[src/olv_pkg.sv]
package olv_pkg;

	// Command codes on the management port.
	localparam logic [7:0] CMD_CLEAR_FAULTS = 8'h03;
	localparam logic [7:0] CMD_UV_RESPONSE  = 8'h45;
	localparam logic [7:0] CMD_LV_RESPONSE  = 8'h49;
	localparam logic [7:0] CMD_WARN_LIMIT   = 8'h4A;

	// Field positions of the fault response byte.
	localparam int unsigned RESP_ZERO_BIT = 7;
	localparam int unsigned RESP_ACT_BIT  = 6;
	localparam int unsigned RESP_RTY_HI   = 5;
	localparam int unsigned RESP_RTY_LO   = 3;
	localparam int unsigned RESP_DLY_TOP  = 2;

	localparam logic [2:0] RETRY_LATCH = 3'h0;
	localparam logic [2:0] RETRY_AUTO  = 3'h7;

	// Reset values.
	localparam logic       ACT_RESET   = 1'h1;
	localparam logic [1:0] DLY_RESET   = 2'h0;
	localparam logic [5:0] WARN_RESET  = 6'h00;

	// Warning threshold layout: writable mantissa in the low bits only.
	localparam int unsigned WARN_MANT_W = 6;
	localparam int unsigned AVG_W       = 8;

	// Timing at the 40 MHz core clock.
	localparam int unsigned CLK_PERIOD_NS = 25;
	localparam int unsigned DLY0_US       = 2;
	localparam int unsigned DLY1_US       = 16;
	localparam int unsigned DLY2_US       = 64;
	localparam int unsigned DLY3_US       = 256;
	localparam int unsigned HICCUP_MS     = 52;
	localparam int unsigned DLY0_CYC   = (DLY0_US * 1000 + CLK_PERIOD_NS - 1) / CLK_PERIOD_NS;
	localparam int unsigned DLY1_CYC   = (DLY1_US * 1000 + CLK_PERIOD_NS - 1) / CLK_PERIOD_NS;
	localparam int unsigned DLY2_CYC   = (DLY2_US * 1000 + CLK_PERIOD_NS - 1) / CLK_PERIOD_NS;
	localparam int unsigned DLY3_CYC   = (DLY3_US * 1000 + CLK_PERIOD_NS - 1) / CLK_PERIOD_NS;
	localparam int unsigned HICCUP_CYC = (HICCUP_MS * 1000000 + CLK_PERIOD_NS - 1) / CLK_PERIOD_NS;
	localparam int unsigned CNT_W      = 22;

	typedef enum logic [1:0] {
		ST_RUN,
		ST_DELAY,
		ST_LATCH,
		ST_HICCUP
	} olv_state_t;

	typedef struct packed {
		olv_state_t        state;
		logic [CNT_W-1:0]  cnt;
		logic              det_prev;
		logic              event_p;
		logic              conv_on;
		logic              latched;
		logic              hiccup;
	} olv_tmr_t;

	typedef struct packed {
		logic [2:0]             s1;
		logic [2:0]             s2;
		logic                   act;
		logic                   rty_hi;
		logic [1:0]             dly;
		logic [WARN_MANT_W-1:0] warn_mant;
		logic [15:0]            rdata;
		logic                   ack;
		logic                   nack;
		logic                   cml;
		logic                   ivd;
		logic                   oc_fault;
		logic                   iout_sum;
		logic                   overcurrent_undervolt_flag;
		logic                   warn_sticky;
		logic                   warn_lvl;
		logic                   alert_oe_b;
	} olv_top_t;

endpackage

[src/olv_tmr_if.sv]
`timescale 1ns/1ps
interface olv_tmr_if;
	logic       uv_fault;
	logic       cur_limit;
	logic       en;
	logic       act;
	logic       retry_auto;
	logic [1:0] dly_code;
	logic       out_cmd_on;
	logic       other_fault;
	logic       fault_event;
	logic       conv_on;
	logic       latched;
	logic       hiccup;

	modport ctrl (
		output uv_fault, cur_limit, en, act, retry_auto, dly_code, out_cmd_on, other_fault,
		input  fault_event, conv_on, latched, hiccup
	);
	modport tmr (
		input  uv_fault, cur_limit, en, act, retry_auto, dly_code, out_cmd_on, other_fault,
		output fault_event, conv_on, latched, hiccup
	);
endinterface

[src/olv_regs.sv]
`timescale 1ns/1ps
module olv_regs #(
	parameter logic        RETRY_NVM  = 1'h0,
	parameter int unsigned DLY3_CYC   = olv_pkg::DLY3_CYC,
	parameter int unsigned HICCUP_CYC = olv_pkg::HICCUP_CYC
) (
	input  wire logic                     clk_i,
	input  wire logic                     rst_b_i,
	input  wire logic [7:0]               cmd_code_i,
	input  wire logic                     cmd_wr_i,
	input  wire logic                     cmd_rd_i,
	input  wire logic [15:0]              cmd_wdata_i,
	output logic      [15:0]              cmd_rdata_o,
	output logic                          cmd_ack_o,
	output logic                          cmd_nack_o,
	input  wire logic                     uv_fault_pin_i,
	input  wire logic                     cur_limit_pin_i,
	input  wire logic                     en_pin_i,
	input  wire logic                     out_cmd_on_i,
	input  wire logic                     other_fault_i,
	input  wire logic [olv_pkg::AVG_W-1:0] avg_current_i,
	output logic                          status_cml_o,
	output logic                          status_ivd_o,
	output logic                          status_oc_fault_o,
	output logic                          status_iout_o,
	output logic                          status_overcurrent_undervolt_flag_o,
	output logic                          status_oc_warn_o,
	output logic                          oc_warn_o,
	output logic                          host_alert_line_o,
	output logic                          host_alert_line_oe_b_o,
	output logic                          conv_on_o,
	output logic                          latched_o,
	output logic                          hiccup_o
);
	localparam int unsigned MW = olv_pkg::WARN_MANT_W;

	olv_pkg::olv_top_t r_reg;
	olv_pkg::olv_top_t r_next;
	olv_tmr_if         tmr_bus ();
	logic [7:0]        resp_byte;
	logic [2:0]        wr_retry;
	logic              wr_bad;
	logic              wr_ok;
	logic              clr;

	olv_fault_timer #(
		.DLY3_CYC   (DLY3_CYC),
		.HICCUP_CYC (HICCUP_CYC)
	) u_timer (
		.clk_i   (clk_i),
		.rst_b_i (rst_b_i),
		.bus     (tmr_bus)
	);

	assign tmr_bus.uv_fault = r_reg.s2[0];
	assign tmr_bus.cur_limit = r_reg.s2[1];
	assign tmr_bus.en = r_reg.s2[2];
	assign tmr_bus.act = r_reg.act;
	assign tmr_bus.retry_auto = r_reg.rty_hi;
	assign tmr_bus.dly_code = r_reg.dly;
	assign tmr_bus.out_cmd_on = out_cmd_on_i;
	assign tmr_bus.other_fault = other_fault_i;

	always_comb begin
		resp_byte = 8'h00;
		resp_byte[olv_pkg::RESP_ZERO_BIT] = 1'b0;
		resp_byte[olv_pkg::RESP_ACT_BIT] = r_reg.act;
		resp_byte[olv_pkg::RESP_RTY_HI:olv_pkg::RESP_RTY_LO] = {3{r_reg.rty_hi}};
		resp_byte[olv_pkg::RESP_DLY_TOP] = 1'b0;
		resp_byte[1:0] = r_reg.dly;
		wr_retry = cmd_wdata_i[olv_pkg::RESP_RTY_HI:olv_pkg::RESP_RTY_LO];
		wr_bad = 1'b0;
		wr_ok = 1'b0;
		clr = 1'b0;

		r_next = r_reg;
		r_next.s1 = {en_pin_i, cur_limit_pin_i, uv_fault_pin_i};
		r_next.s2 = r_reg.s1;
		r_next.ack = 1'b0;
		r_next.nack = 1'b0;
		r_next.rdata = 16'h0000;

		if (cmd_wr_i) begin
			case (cmd_code_i)
				olv_pkg::CMD_CLEAR_FAULTS: begin
					wr_ok = 1'b1;
					clr = 1'b1;
				end
				olv_pkg::CMD_UV_RESPONSE: begin
					if (wr_retry == olv_pkg::RETRY_LATCH || wr_retry == olv_pkg::RETRY_AUTO) begin
						wr_ok = 1'b1;
						r_next.act = cmd_wdata_i[olv_pkg::RESP_ACT_BIT];
						r_next.rty_hi = cmd_wdata_i[olv_pkg::RESP_RTY_HI];
						r_next.dly = cmd_wdata_i[1:0];
					end else begin
						wr_bad = 1'b1;
					end
				end
				olv_pkg::CMD_LV_RESPONSE: begin
					wr_bad = 1'b1;
				end
				olv_pkg::CMD_WARN_LIMIT: begin
					if (cmd_wdata_i[15:MW] == '0) begin
						wr_ok = 1'b1;
						r_next.warn_mant = cmd_wdata_i[MW-1:0];
					end else begin
						wr_bad = 1'b1;
					end
				end
				default: r_next.nack = 1'b1;
			endcase
			r_next.ack = wr_ok;
			if (wr_bad) begin
				r_next.nack = 1'b1;
			end
		end else if (cmd_rd_i) begin
			case (cmd_code_i)
				olv_pkg::CMD_UV_RESPONSE,
				olv_pkg::CMD_LV_RESPONSE: begin
					r_next.rdata = {8'h00, resp_byte};
					r_next.ack = 1'b1;
				end
				olv_pkg::CMD_WARN_LIMIT: begin
					r_next.rdata = {{(16 - MW){1'b0}}, r_reg.warn_mant};
					r_next.ack = 1'b1;
				end
				default: r_next.nack = 1'b1;
			endcase
		end

		// Sticky flags: a set in the same cycle as a clear wins.
		r_next.warn_lvl = avg_current_i >= olv_pkg::AVG_W'(r_reg.warn_mant);
		r_next.cml = (r_reg.cml & ~clr) | wr_bad;
		r_next.ivd = (r_reg.ivd & ~clr) | wr_bad;
		r_next.oc_fault = (r_reg.oc_fault & ~clr) | tmr_bus.fault_event;
		r_next.iout_sum = (r_reg.iout_sum & ~clr) | tmr_bus.fault_event | r_reg.warn_lvl;
		r_next.overcurrent_undervolt_flag = (r_reg.overcurrent_undervolt_flag & ~clr) | tmr_bus.fault_event;
		r_next.warn_sticky = (r_reg.warn_sticky & ~clr) | r_reg.warn_lvl;
		r_next.alert_oe_b = ~(r_next.cml | r_next.oc_fault | r_next.overcurrent_undervolt_flag | r_next.warn_sticky);
	end

	always_ff @(posedge clk_i or negedge rst_b_i) begin
		if (!rst_b_i) begin
			r_reg <= '0;
			r_reg.act <= olv_pkg::ACT_RESET;
			r_reg.rty_hi <= RETRY_NVM;
			r_reg.dly <= olv_pkg::DLY_RESET;
			r_reg.warn_mant <= olv_pkg::WARN_RESET;
			r_reg.alert_oe_b <= 1'b1;
		end else begin
			r_reg <= r_next;
		end
	end

	assign cmd_rdata_o = r_reg.rdata;
	assign cmd_ack_o = r_reg.ack;
	assign cmd_nack_o = r_reg.nack;
	assign status_cml_o = r_reg.cml;
	assign status_ivd_o = r_reg.ivd;
	assign status_oc_fault_o = r_reg.oc_fault;
	assign status_iout_o = r_reg.iout_sum;
	assign status_overcurrent_undervolt_flag_o = r_reg.overcurrent_undervolt_flag;
	assign status_oc_warn_o = r_reg.warn_sticky;
	assign oc_warn_o = r_reg.warn_lvl;
	assign host_alert_line_o = r_reg.s2[2] & 1'b0;
	assign host_alert_line_oe_b_o = r_reg.alert_oe_b;
	assign conv_on_o = tmr_bus.conv_on;
	assign latched_o = tmr_bus.latched;
	assign hiccup_o = tmr_bus.hiccup;
endmodule

[src/olv_fault_timer.sv]
`timescale 1ns/1ps
module olv_fault_timer #(
	parameter int unsigned DLY3_CYC   = olv_pkg::DLY3_CYC,
	parameter int unsigned HICCUP_CYC = olv_pkg::HICCUP_CYC
) (
	input  wire logic clk_i,
	input  wire logic rst_b_i,
	olv_tmr_if.tmr    bus
);
	localparam int unsigned CW = olv_pkg::CNT_W;

	if (HICCUP_CYC < 1 || HICCUP_CYC >= (1 << CW) || DLY3_CYC < 1 || DLY3_CYC >= (1 << CW)) begin
		$error("olv_fault_timer: count parameter out of range");
	end

	olv_pkg::olv_tmr_t r_reg;
	olv_pkg::olv_tmr_t r_next;
	logic              det;
	logic [CW-1:0]     dly_load;

	always_comb begin
		det = bus.uv_fault & bus.cur_limit;
		case (bus.dly_code)
			2'h0: dly_load = CW'(olv_pkg::DLY0_CYC - 1);
			2'h1: dly_load = CW'(olv_pkg::DLY1_CYC - 1);
			2'h2: dly_load = CW'(olv_pkg::DLY2_CYC - 1);
			default: dly_load = CW'(DLY3_CYC - 1);
		endcase
		r_next = r_reg;
		r_next.det_prev = det;
		r_next.event_p = det & ~r_reg.det_prev;
		case (r_reg.state)
			olv_pkg::ST_RUN: begin
				if (det && bus.act) begin
					r_next.state = olv_pkg::ST_DELAY;
					r_next.cnt = dly_load;
				end
			end
			olv_pkg::ST_DELAY: begin
				if (!det) begin
					r_next.cnt = '0;
					r_next.state = olv_pkg::ST_RUN;
				end else if (r_reg.cnt == '0) begin
					if (bus.retry_auto) begin
						r_next.state = olv_pkg::ST_HICCUP;
						r_next.cnt = CW'(HICCUP_CYC - 1);
					end else begin
						r_next.state = olv_pkg::ST_LATCH;
					end
				end else begin
					r_next.cnt = r_reg.cnt - CW'(1);
				end
			end
			olv_pkg::ST_LATCH: begin
				// Only a low phase of the enable input releases the latch.
				if (!bus.en) begin
					r_next.state = olv_pkg::ST_RUN;
				end
			end
			olv_pkg::ST_HICCUP: begin
				if (bus.other_fault) begin
					r_next.state = olv_pkg::ST_LATCH;
				end else if (!bus.out_cmd_on || !bus.en) begin
					r_next.state = olv_pkg::ST_RUN;
					r_next.cnt = '0;
				end else if (r_reg.cnt == '0) begin
					r_next.state = olv_pkg::ST_RUN;
				end else begin
					r_next.cnt = r_reg.cnt - CW'(1);
				end
			end
			default: r_next.state = olv_pkg::ST_RUN;
		endcase
		r_next.conv_on = (r_next.state == olv_pkg::ST_RUN || r_next.state == olv_pkg::ST_DELAY)
			&& bus.en && bus.out_cmd_on;
		r_next.latched = r_next.state == olv_pkg::ST_LATCH;
		r_next.hiccup = r_next.state == olv_pkg::ST_HICCUP;
	end

	always_ff @(posedge clk_i or negedge rst_b_i) begin
		if (!rst_b_i) begin
			r_reg <= '{state: olv_pkg::ST_RUN, default: '0};
		end else begin
			r_reg <= r_next;
		end
	end

	assign bus.fault_event = r_reg.event_p;
	assign bus.conv_on = r_reg.conv_on;
	assign bus.latched = r_reg.latched;
	assign bus.hiccup = r_reg.hiccup;
endmodule

[config.mk]
export PLATFORM = sky130hd
export DESIGN_NAME = olv_regs
export DESIGN_NICKNAME = d
export VERILOG_FILES = /design/src/olv_pkg.sv /design/src/olv_tmr_if.sv /design/src/olv_regs.sv /design/src/olv_fault_timer.sv
export SDC_FILE = /design/constraint.sdc
export NUM_CORES = 1
export LEC_CHECK = 0
export BUFFER_PORTS_ARGS = -buffer_cell sky130_fd_sc_hd__buf_2
export CAP_MARGIN = 20
export CORE_ASPECT_RATIO = 1.2
export CORE_MARGIN = 3
export CORE_UTILIZATION = 40
export DETAILED_ROUTE_END_ITERATION = 16
export GPL_ROUTABILITY_DRIVEN = 1
export SETUP_SLACK_MARGIN = 0.4
export SYNTH_ARGS = -nofsm -noshare
export SYNTH_HDL_FRONTEND = slang
export SYNTH_SLANG_ARGS = --single-unit
[constraint.sdc]
create_clock -name clk_i -period 2.6 [get_ports clk_i]
set_clock_uncertainty 0.2 [all_clocks]
set_input_delay 0.78 -clock clk_i [delete_from_list [all_inputs] [get_ports clk_i]]
set_output_delay 0.78 -clock clk_i [all_outputs]
set_load 0.005 [all_outputs]
* Word level (Yosys, flattened, before mapping)
Cells that the tools add are included.
Storage, ports and cells: flip-flop bits (word level) 71, input port bits 41, output and inout bits 30, logic and storage cells 117
Cells by class: equality and inequality tests 17, add/subtract/negate cells 1, bitwise logic cells 21, $lt $le $gt $ge 1, reduce and logical (&&, ||, !) cells 21, muxes and demuxes 32
Operators with widths (number):
- two-way mux 22 bit | 4
- two-way mux 24 bit | 3
- case mux 22 bit (3 select lines) | 1
- case mux 14 bit (3 select lines) | 1
- == test 8 x 7 -> 1 bit, second input constant | 3
- logical NOT 22 bit | 1
- subtractor 22 x 1 -> 22 bit, second input constant | 1
- two-way mux 18 bit | 1
- two-way mux 16 bit | 1
- case mux 8 bit (2 select lines) | 1
- two-way mux 1 bit | 12
- == test 2 bit, second input constant | 5
- logical NOT 10 bit | 1
- two-way mux 2 bit | 5
- OR 1 bit | 10
- AND 1 bit | 8
- == test 8 x 2 -> 1 bit, second input constant | 1
- greater-or-equal comparator 8 x 6 -> 1 bit | 1
- case mux 2 bit (4 select lines) | 1
- == test 2 x 1 -> 1 bit, second input constant | 3
- logical NOT 2 bit | 3
- case mux 1 bit (3 select lines) | 2
- AND reduction 3 bit | 2
- AND reduction 5 bit | 1
- other kinds (14) | 21

* Depth between registers and ports, before layout
depth after elaboration 11, mapped depth 8, depth with buffers taken out 7

* Hierarchy
A second synthesis with hierarchy kept.
Second synthesis, totals: cells, all modules 351, area, all modules 3370.7 um^2
By module, submodules not included:
- olv_fault_timer | area an instance 1770.4 um^2, sequential area each 725.7 um^2, times used 1, cells an instance 205
- olv_regs | area an instance 1600.3 um^2, sequential area each 828.3 um^2, times used 1, cells an instance 146

* Worst setup path after synthesis
OpenSTA, ideal clock, no wires.
path kind input to register, start in cmd_code_i[5], end reg r_reg[26] (netlist name), stages on the path 5, buffers on the path 1, data required time 2.275 ns, data arrival time 2.159 ns, library setup time 0.125 ns, path slack 0.116 ns, path through nor3_1 and4b_1 clkbuf_1 nand4_1 mux2_2
Between the ends: cells in the longest elaborated chain, start to end 2
Ends and longest elaborated chain:
- start: declaration | RTL line olv_regs.sv:9 | input wire logic [7:0] cmd_code_i,
- == test 8 x 7 -> 1 bit | RTL line olv_regs.sv:84 | case (cmd_code_i)
- AND reduction 3 bit (no source line)
- end signal: assignment | RTL line olv_regs.sv:151 | r_reg <= r_next;
- end: declaration | RTL line olv_regs.sv:37 | olv_pkg::olv_top_t r_reg;
No other way between the ends. A chain may end at the register's enable or synchronous reset.

* Worst setup path after layout
start reg u_timer.r_reg[21] (netlist name), end reg u_timer.r_reg[15] (netlist name)
Between the ends: cells in the longest elaborated chain, start to end 4, elaborated cells between the ends (all ways) 7, those cells by class eq/ne (2); mux (3); reduce/logical (2)
Ends and longest elaborated chain:
- start: declaration | RTL line olv_fault_timer.sv:16 | olv_pkg::olv_tmr_t r_reg;
- start signal: assignment | RTL line olv_fault_timer.sv:84 | r_reg <= r_next;
- logical NOT 22 bit * | RTL line olv_fault_timer.sv:43, olv_fault_timer.sv:66
- two-way mux 22 bit | RTL line olv_fault_timer.sv:43 | end else if (r_reg.cnt == '0) begin
- two-way mux 24 bit | RTL line olv_fault_timer.sv:40 | if (!det) begin
- case mux 22 bit (3 select lines) | RTL line olv_fault_timer.sv:32 | case (r_reg.state)
Mark *: on every way between the ends. The rest lies on a longest branch, timed or not.

==> metrics.csv <==
stage,metric,value,unit
outcome,run status,"complete, no violations",
worst_setup_path,crit end category,register,
pwr,Comb pwr share,0.322,
worst_setup_path,Critical Path RT,2620,ps
sta,setup TNS,0,ps
run,Max Cap Viol,0,
synth,Mapped Cells,346,
floorplanning,total core area,8240,um^2
worst_setup_path,R2R setup slack,180,ps
synth,synth top area cells,"dfrtp_1 (44%), buf_4 (3.9%), mux2_2 (3.3%), ha_1 (2.9%), nor2_1 (2.7%)",
pwr,Leakage,2.13,nW
drt,via count,3191,
floorplanning,initial core utilization,0.419,
pwr,switching part of the total power,0.341,
synth,part of the Yosys area used for sequential elements,0.450,
cts,clock sinks,62,
synth,"Distinct cells, synth",69,
drt,drt via density,5.64,
finish,antenna cells,0,
cts,"Clk Latency, worst-skew pair",340,ps
drt,drt first pass iters,4,
floorplanning,Die Span X,90.8,um
sta,Fmax,0.413,GHz
sta,fin crit period,2420,ps
grt,total gr overflow,0,
placed_design,HPWL after detailed placement,7050,um
pwr,PD cells,591,nW/um^2
drt,DRT Wirelength,9600,um
drt,Final ANT Viol Nets,0,
grt,first-pass GRT wire length,15300,um
pwr,Internal Pwr Total,1.76,mW
placed_design,placer congestion estimate,0.934,
grt,largest net degree at the start of global routing,30,
cts,H-tree level count,3,
synth,top cell type's share of synthesized area,0.435,
finish,share of cells above drive strength 1,0.374,
cts,Inserted Clock Buffers,9,
synth,Mapped Area,3450,um^2
worst_hold_path,Hold Crit Class,register to register,
floorplanning,IO Count,71,
placed_design,placed cell areas,3990,um^2
placed_design,Port Buffers,60,
grt,vias in the first global route,3120,
finish,P&R area growth vs syn,30.6,%
grt,initial antenna violation count,0,
sta,smallest hold slack,152,ps
finish,final instance area,4510,um^2
finish,Register Area,1560,um^2
floorplanning,die area,9780,um^2
finish,multi-input logic area,1870,um^2
finish,Fillers,745,
pwr,share of power burned in registers,0.400,
cts,CTS max path bufs,2,
drt,Routed wire per std cell,17.0,um
pwr,Clock Power Share,0.278,
sta,fin. max-slew vios,0,
worst_setup_path,Crit Path Max Fanout,6,
sta,unrepaired setup endpoints after global routing,true,
cts,CTS tree,done,
drt,Starting DRT DRC Count,115,
worst_setup_path,startpoint types,register,
finish,Layout Nets,496,
floorplanning,Rows,36,
worst_setup_path,worst path arrival time,2440,ps
cts,clk root buf,clkbuf_8,
cts,clock-pin slew on the worst setup and hold paths,70,ps
synth,Avg Inst Size Synth,9.97,um^2
synth,"area leader, netlist",dfrtp_1,
worst_setup_path,"Worst Path Class, Setup",register to register,
pwr,worst ir drop on vdd,381,uV
finish,Largest register FFs,25,
pwr,Psw,0.907,mW
sta,"Hold Violations, Final",0,
sta,period utilization,0.931,
synth,Async SR Flop Fraction,1.00,
synth,"EDFF count, synth",0,
synth,main flop type after synthesis,dfrtp_1,
grt,gr usage total,0.197,
synth,Synth Register Bits,62,
sta,final setup vio count,0,
synth,synth warn,0,
floorplanning,die height,108,um
drt,drc violations,0,
critical path, cell delays in order, from the launching register on:
cell and delay (ps):
dfrtp_1 410, or4_4 570, nor4b_4 310, buf_4 170, a21boi_4 70, or2_4 270
a221o_1 300
stage by stage:
stage               setup slack (ps)  std cells  utilization  total power [mW]
floorplan                        228        355            -              1.51
global placement                 133        527        0.484              1.74
detailed placement              72.1        527        0.484              1.76
finish                           180        566        0.547              2.66
CTS                              230        551        0.519              2.59
global route                     127        566        0.547              2.83
metal layers:
metal	routed length (um)	track usage	up-vias
li1	-	-	1485
met1	3890	0.228	1572
met2	4990	0.351	118
met3	549	0.0448	16
met4	166	0.0808	0
met5	0	0	-
layout by cell type, fill, tap and decap left out, types with 3 or more instances in the layout:
cell type / synthesis / layout
a211o_1: 3 / 3
a211oi_1: 5 / 4
a21o_1: 5 / 5
a21oi_1: 11 / 11
a221o_1: 5 / 5
a22oi_1: 6 / 6
a31oi_1: 6 / 5
and3_1: 6 / 5
and4b_1: 4 / 3
buf_2: 2 / 60
buf_4: 18 / 42
buf_6: 0 / 6
clkbuf_8: 0 / 10
conb_1: 1 / 10
dfrtp_1: 60 / 57
dfrtp_2: 0 / 3
ha_1: 8 / 8
inv_1: 14 / 13
mux2_2: 10 / 9
nand2_1: 20 / 19
nand2b_1: 4 / 4
nand3_1: 9 / 8
nand4_1: 6 / 6
nand4b_1: 4 / 4
nor2_1: 25 / 23
nor2b_1: 7 / 7
nor3_1: 12 / 11
nor4_1: 8 / 6
nor4_4: 1 / 3
o211ai_1: 5 / 5
o21ai_0: 18 / 13
o21ai_1: 1 / 4
kinds of logic (layout without fill, tap and decap cells):
| logic type | Yosys count | in the layout | share of synthesized area |
|---|---|---|---|
| AO/OA/AOI/OAI | 93 | 93 | 0.197 |
| XOR/XNOR | 3 | 3 | 0.00762 |
| adder cells (fa/ha/maj) | 8 | 8 | 0.0290 |
| buffers and inverters | 43 | 140 | 0.0671 |
| flip-flops | 62 | 62 | 0.450 |
| multiplexers | 11 | 11 | 0.0355 |
| other | 1 | 10 | 0.00109 |
| AND/OR/NAND/NOR | 125 | 125 | 0.213 |
synthesized netlist by cell type (4+ instances only):
cell type / n
a211oi_1: 5
a21o_1: 5
a21oi_1: 11
a221o_1: 5
a22oi_1: 6
a31oi_1: 6
and3_1: 6
and4b_1: 4
buf_4: 18
clkbuf_1: 9
dfrtp_1: 60
ha_1: 8
inv_1: 14
mux2_2: 10
nand2_1: 20
nand2b_1: 4
nand3_1: 9
nand4_1: 6
nand4b_1: 4
nor2_1: 25
nor2b_1: 7
nor3_1: 12
nor4_1: 8
o211ai_1: 5
o21ai_0: 18
power groups by stage:
stage                     Combinational, mW  Sequential, mW  Clock (mW)
after global routing                  0.942            1.07       0.813
after global placement                0.665            1.08           0
after CTS                             0.765            1.06       0.763
final                                 0.857            1.07       0.741
after detailed placement              0.676            1.08           0
after floorplan                       0.448            1.07           0
cell type report:
class                      instances  share of cell area
tap                              114              0.0316
sequential                        62               0.346
timing repair buffer             110               0.159
clock inverter                     4             0.00555
multi-input combinational        250               0.414
clock buffer                      12              0.0322
inverter                          14              0.0117
timing repair:
action,4_1_cts,5_1_grt
setup endpoints to repair,27,27
resized for setup,13,30
hold buffers,0,0
setup buffers,8,15
pin swaps,7,16
worst paths after layout:
check	start	endpoint	cells past startpoint
min in group asynchronous	rst_b_i	status_oc_warn_o$_DFF_PN0_	1
max in group asynchronous	rst_b_i	u_timer.r_reg[9]$_DFFE_PN0P_	2
min	r_next[37]$_DFF_PN0_	r_reg[37]$_DFF_PN0_	0
max reg2reg	u_timer.r_reg[21]$_DFFE_PN0P_	u_timer.r_reg[15]$_DFFE_PN0P_	6
min reg2reg	r_next[37]$_DFF_PN0_	r_reg[37]$_DFF_PN0_	0
max	u_timer.r_reg[21]$_DFFE_PN0P_	u_timer.r_reg[15]$_DFFE_PN0P_	6
Note: power is estimated with default switching activity, not from simulation.
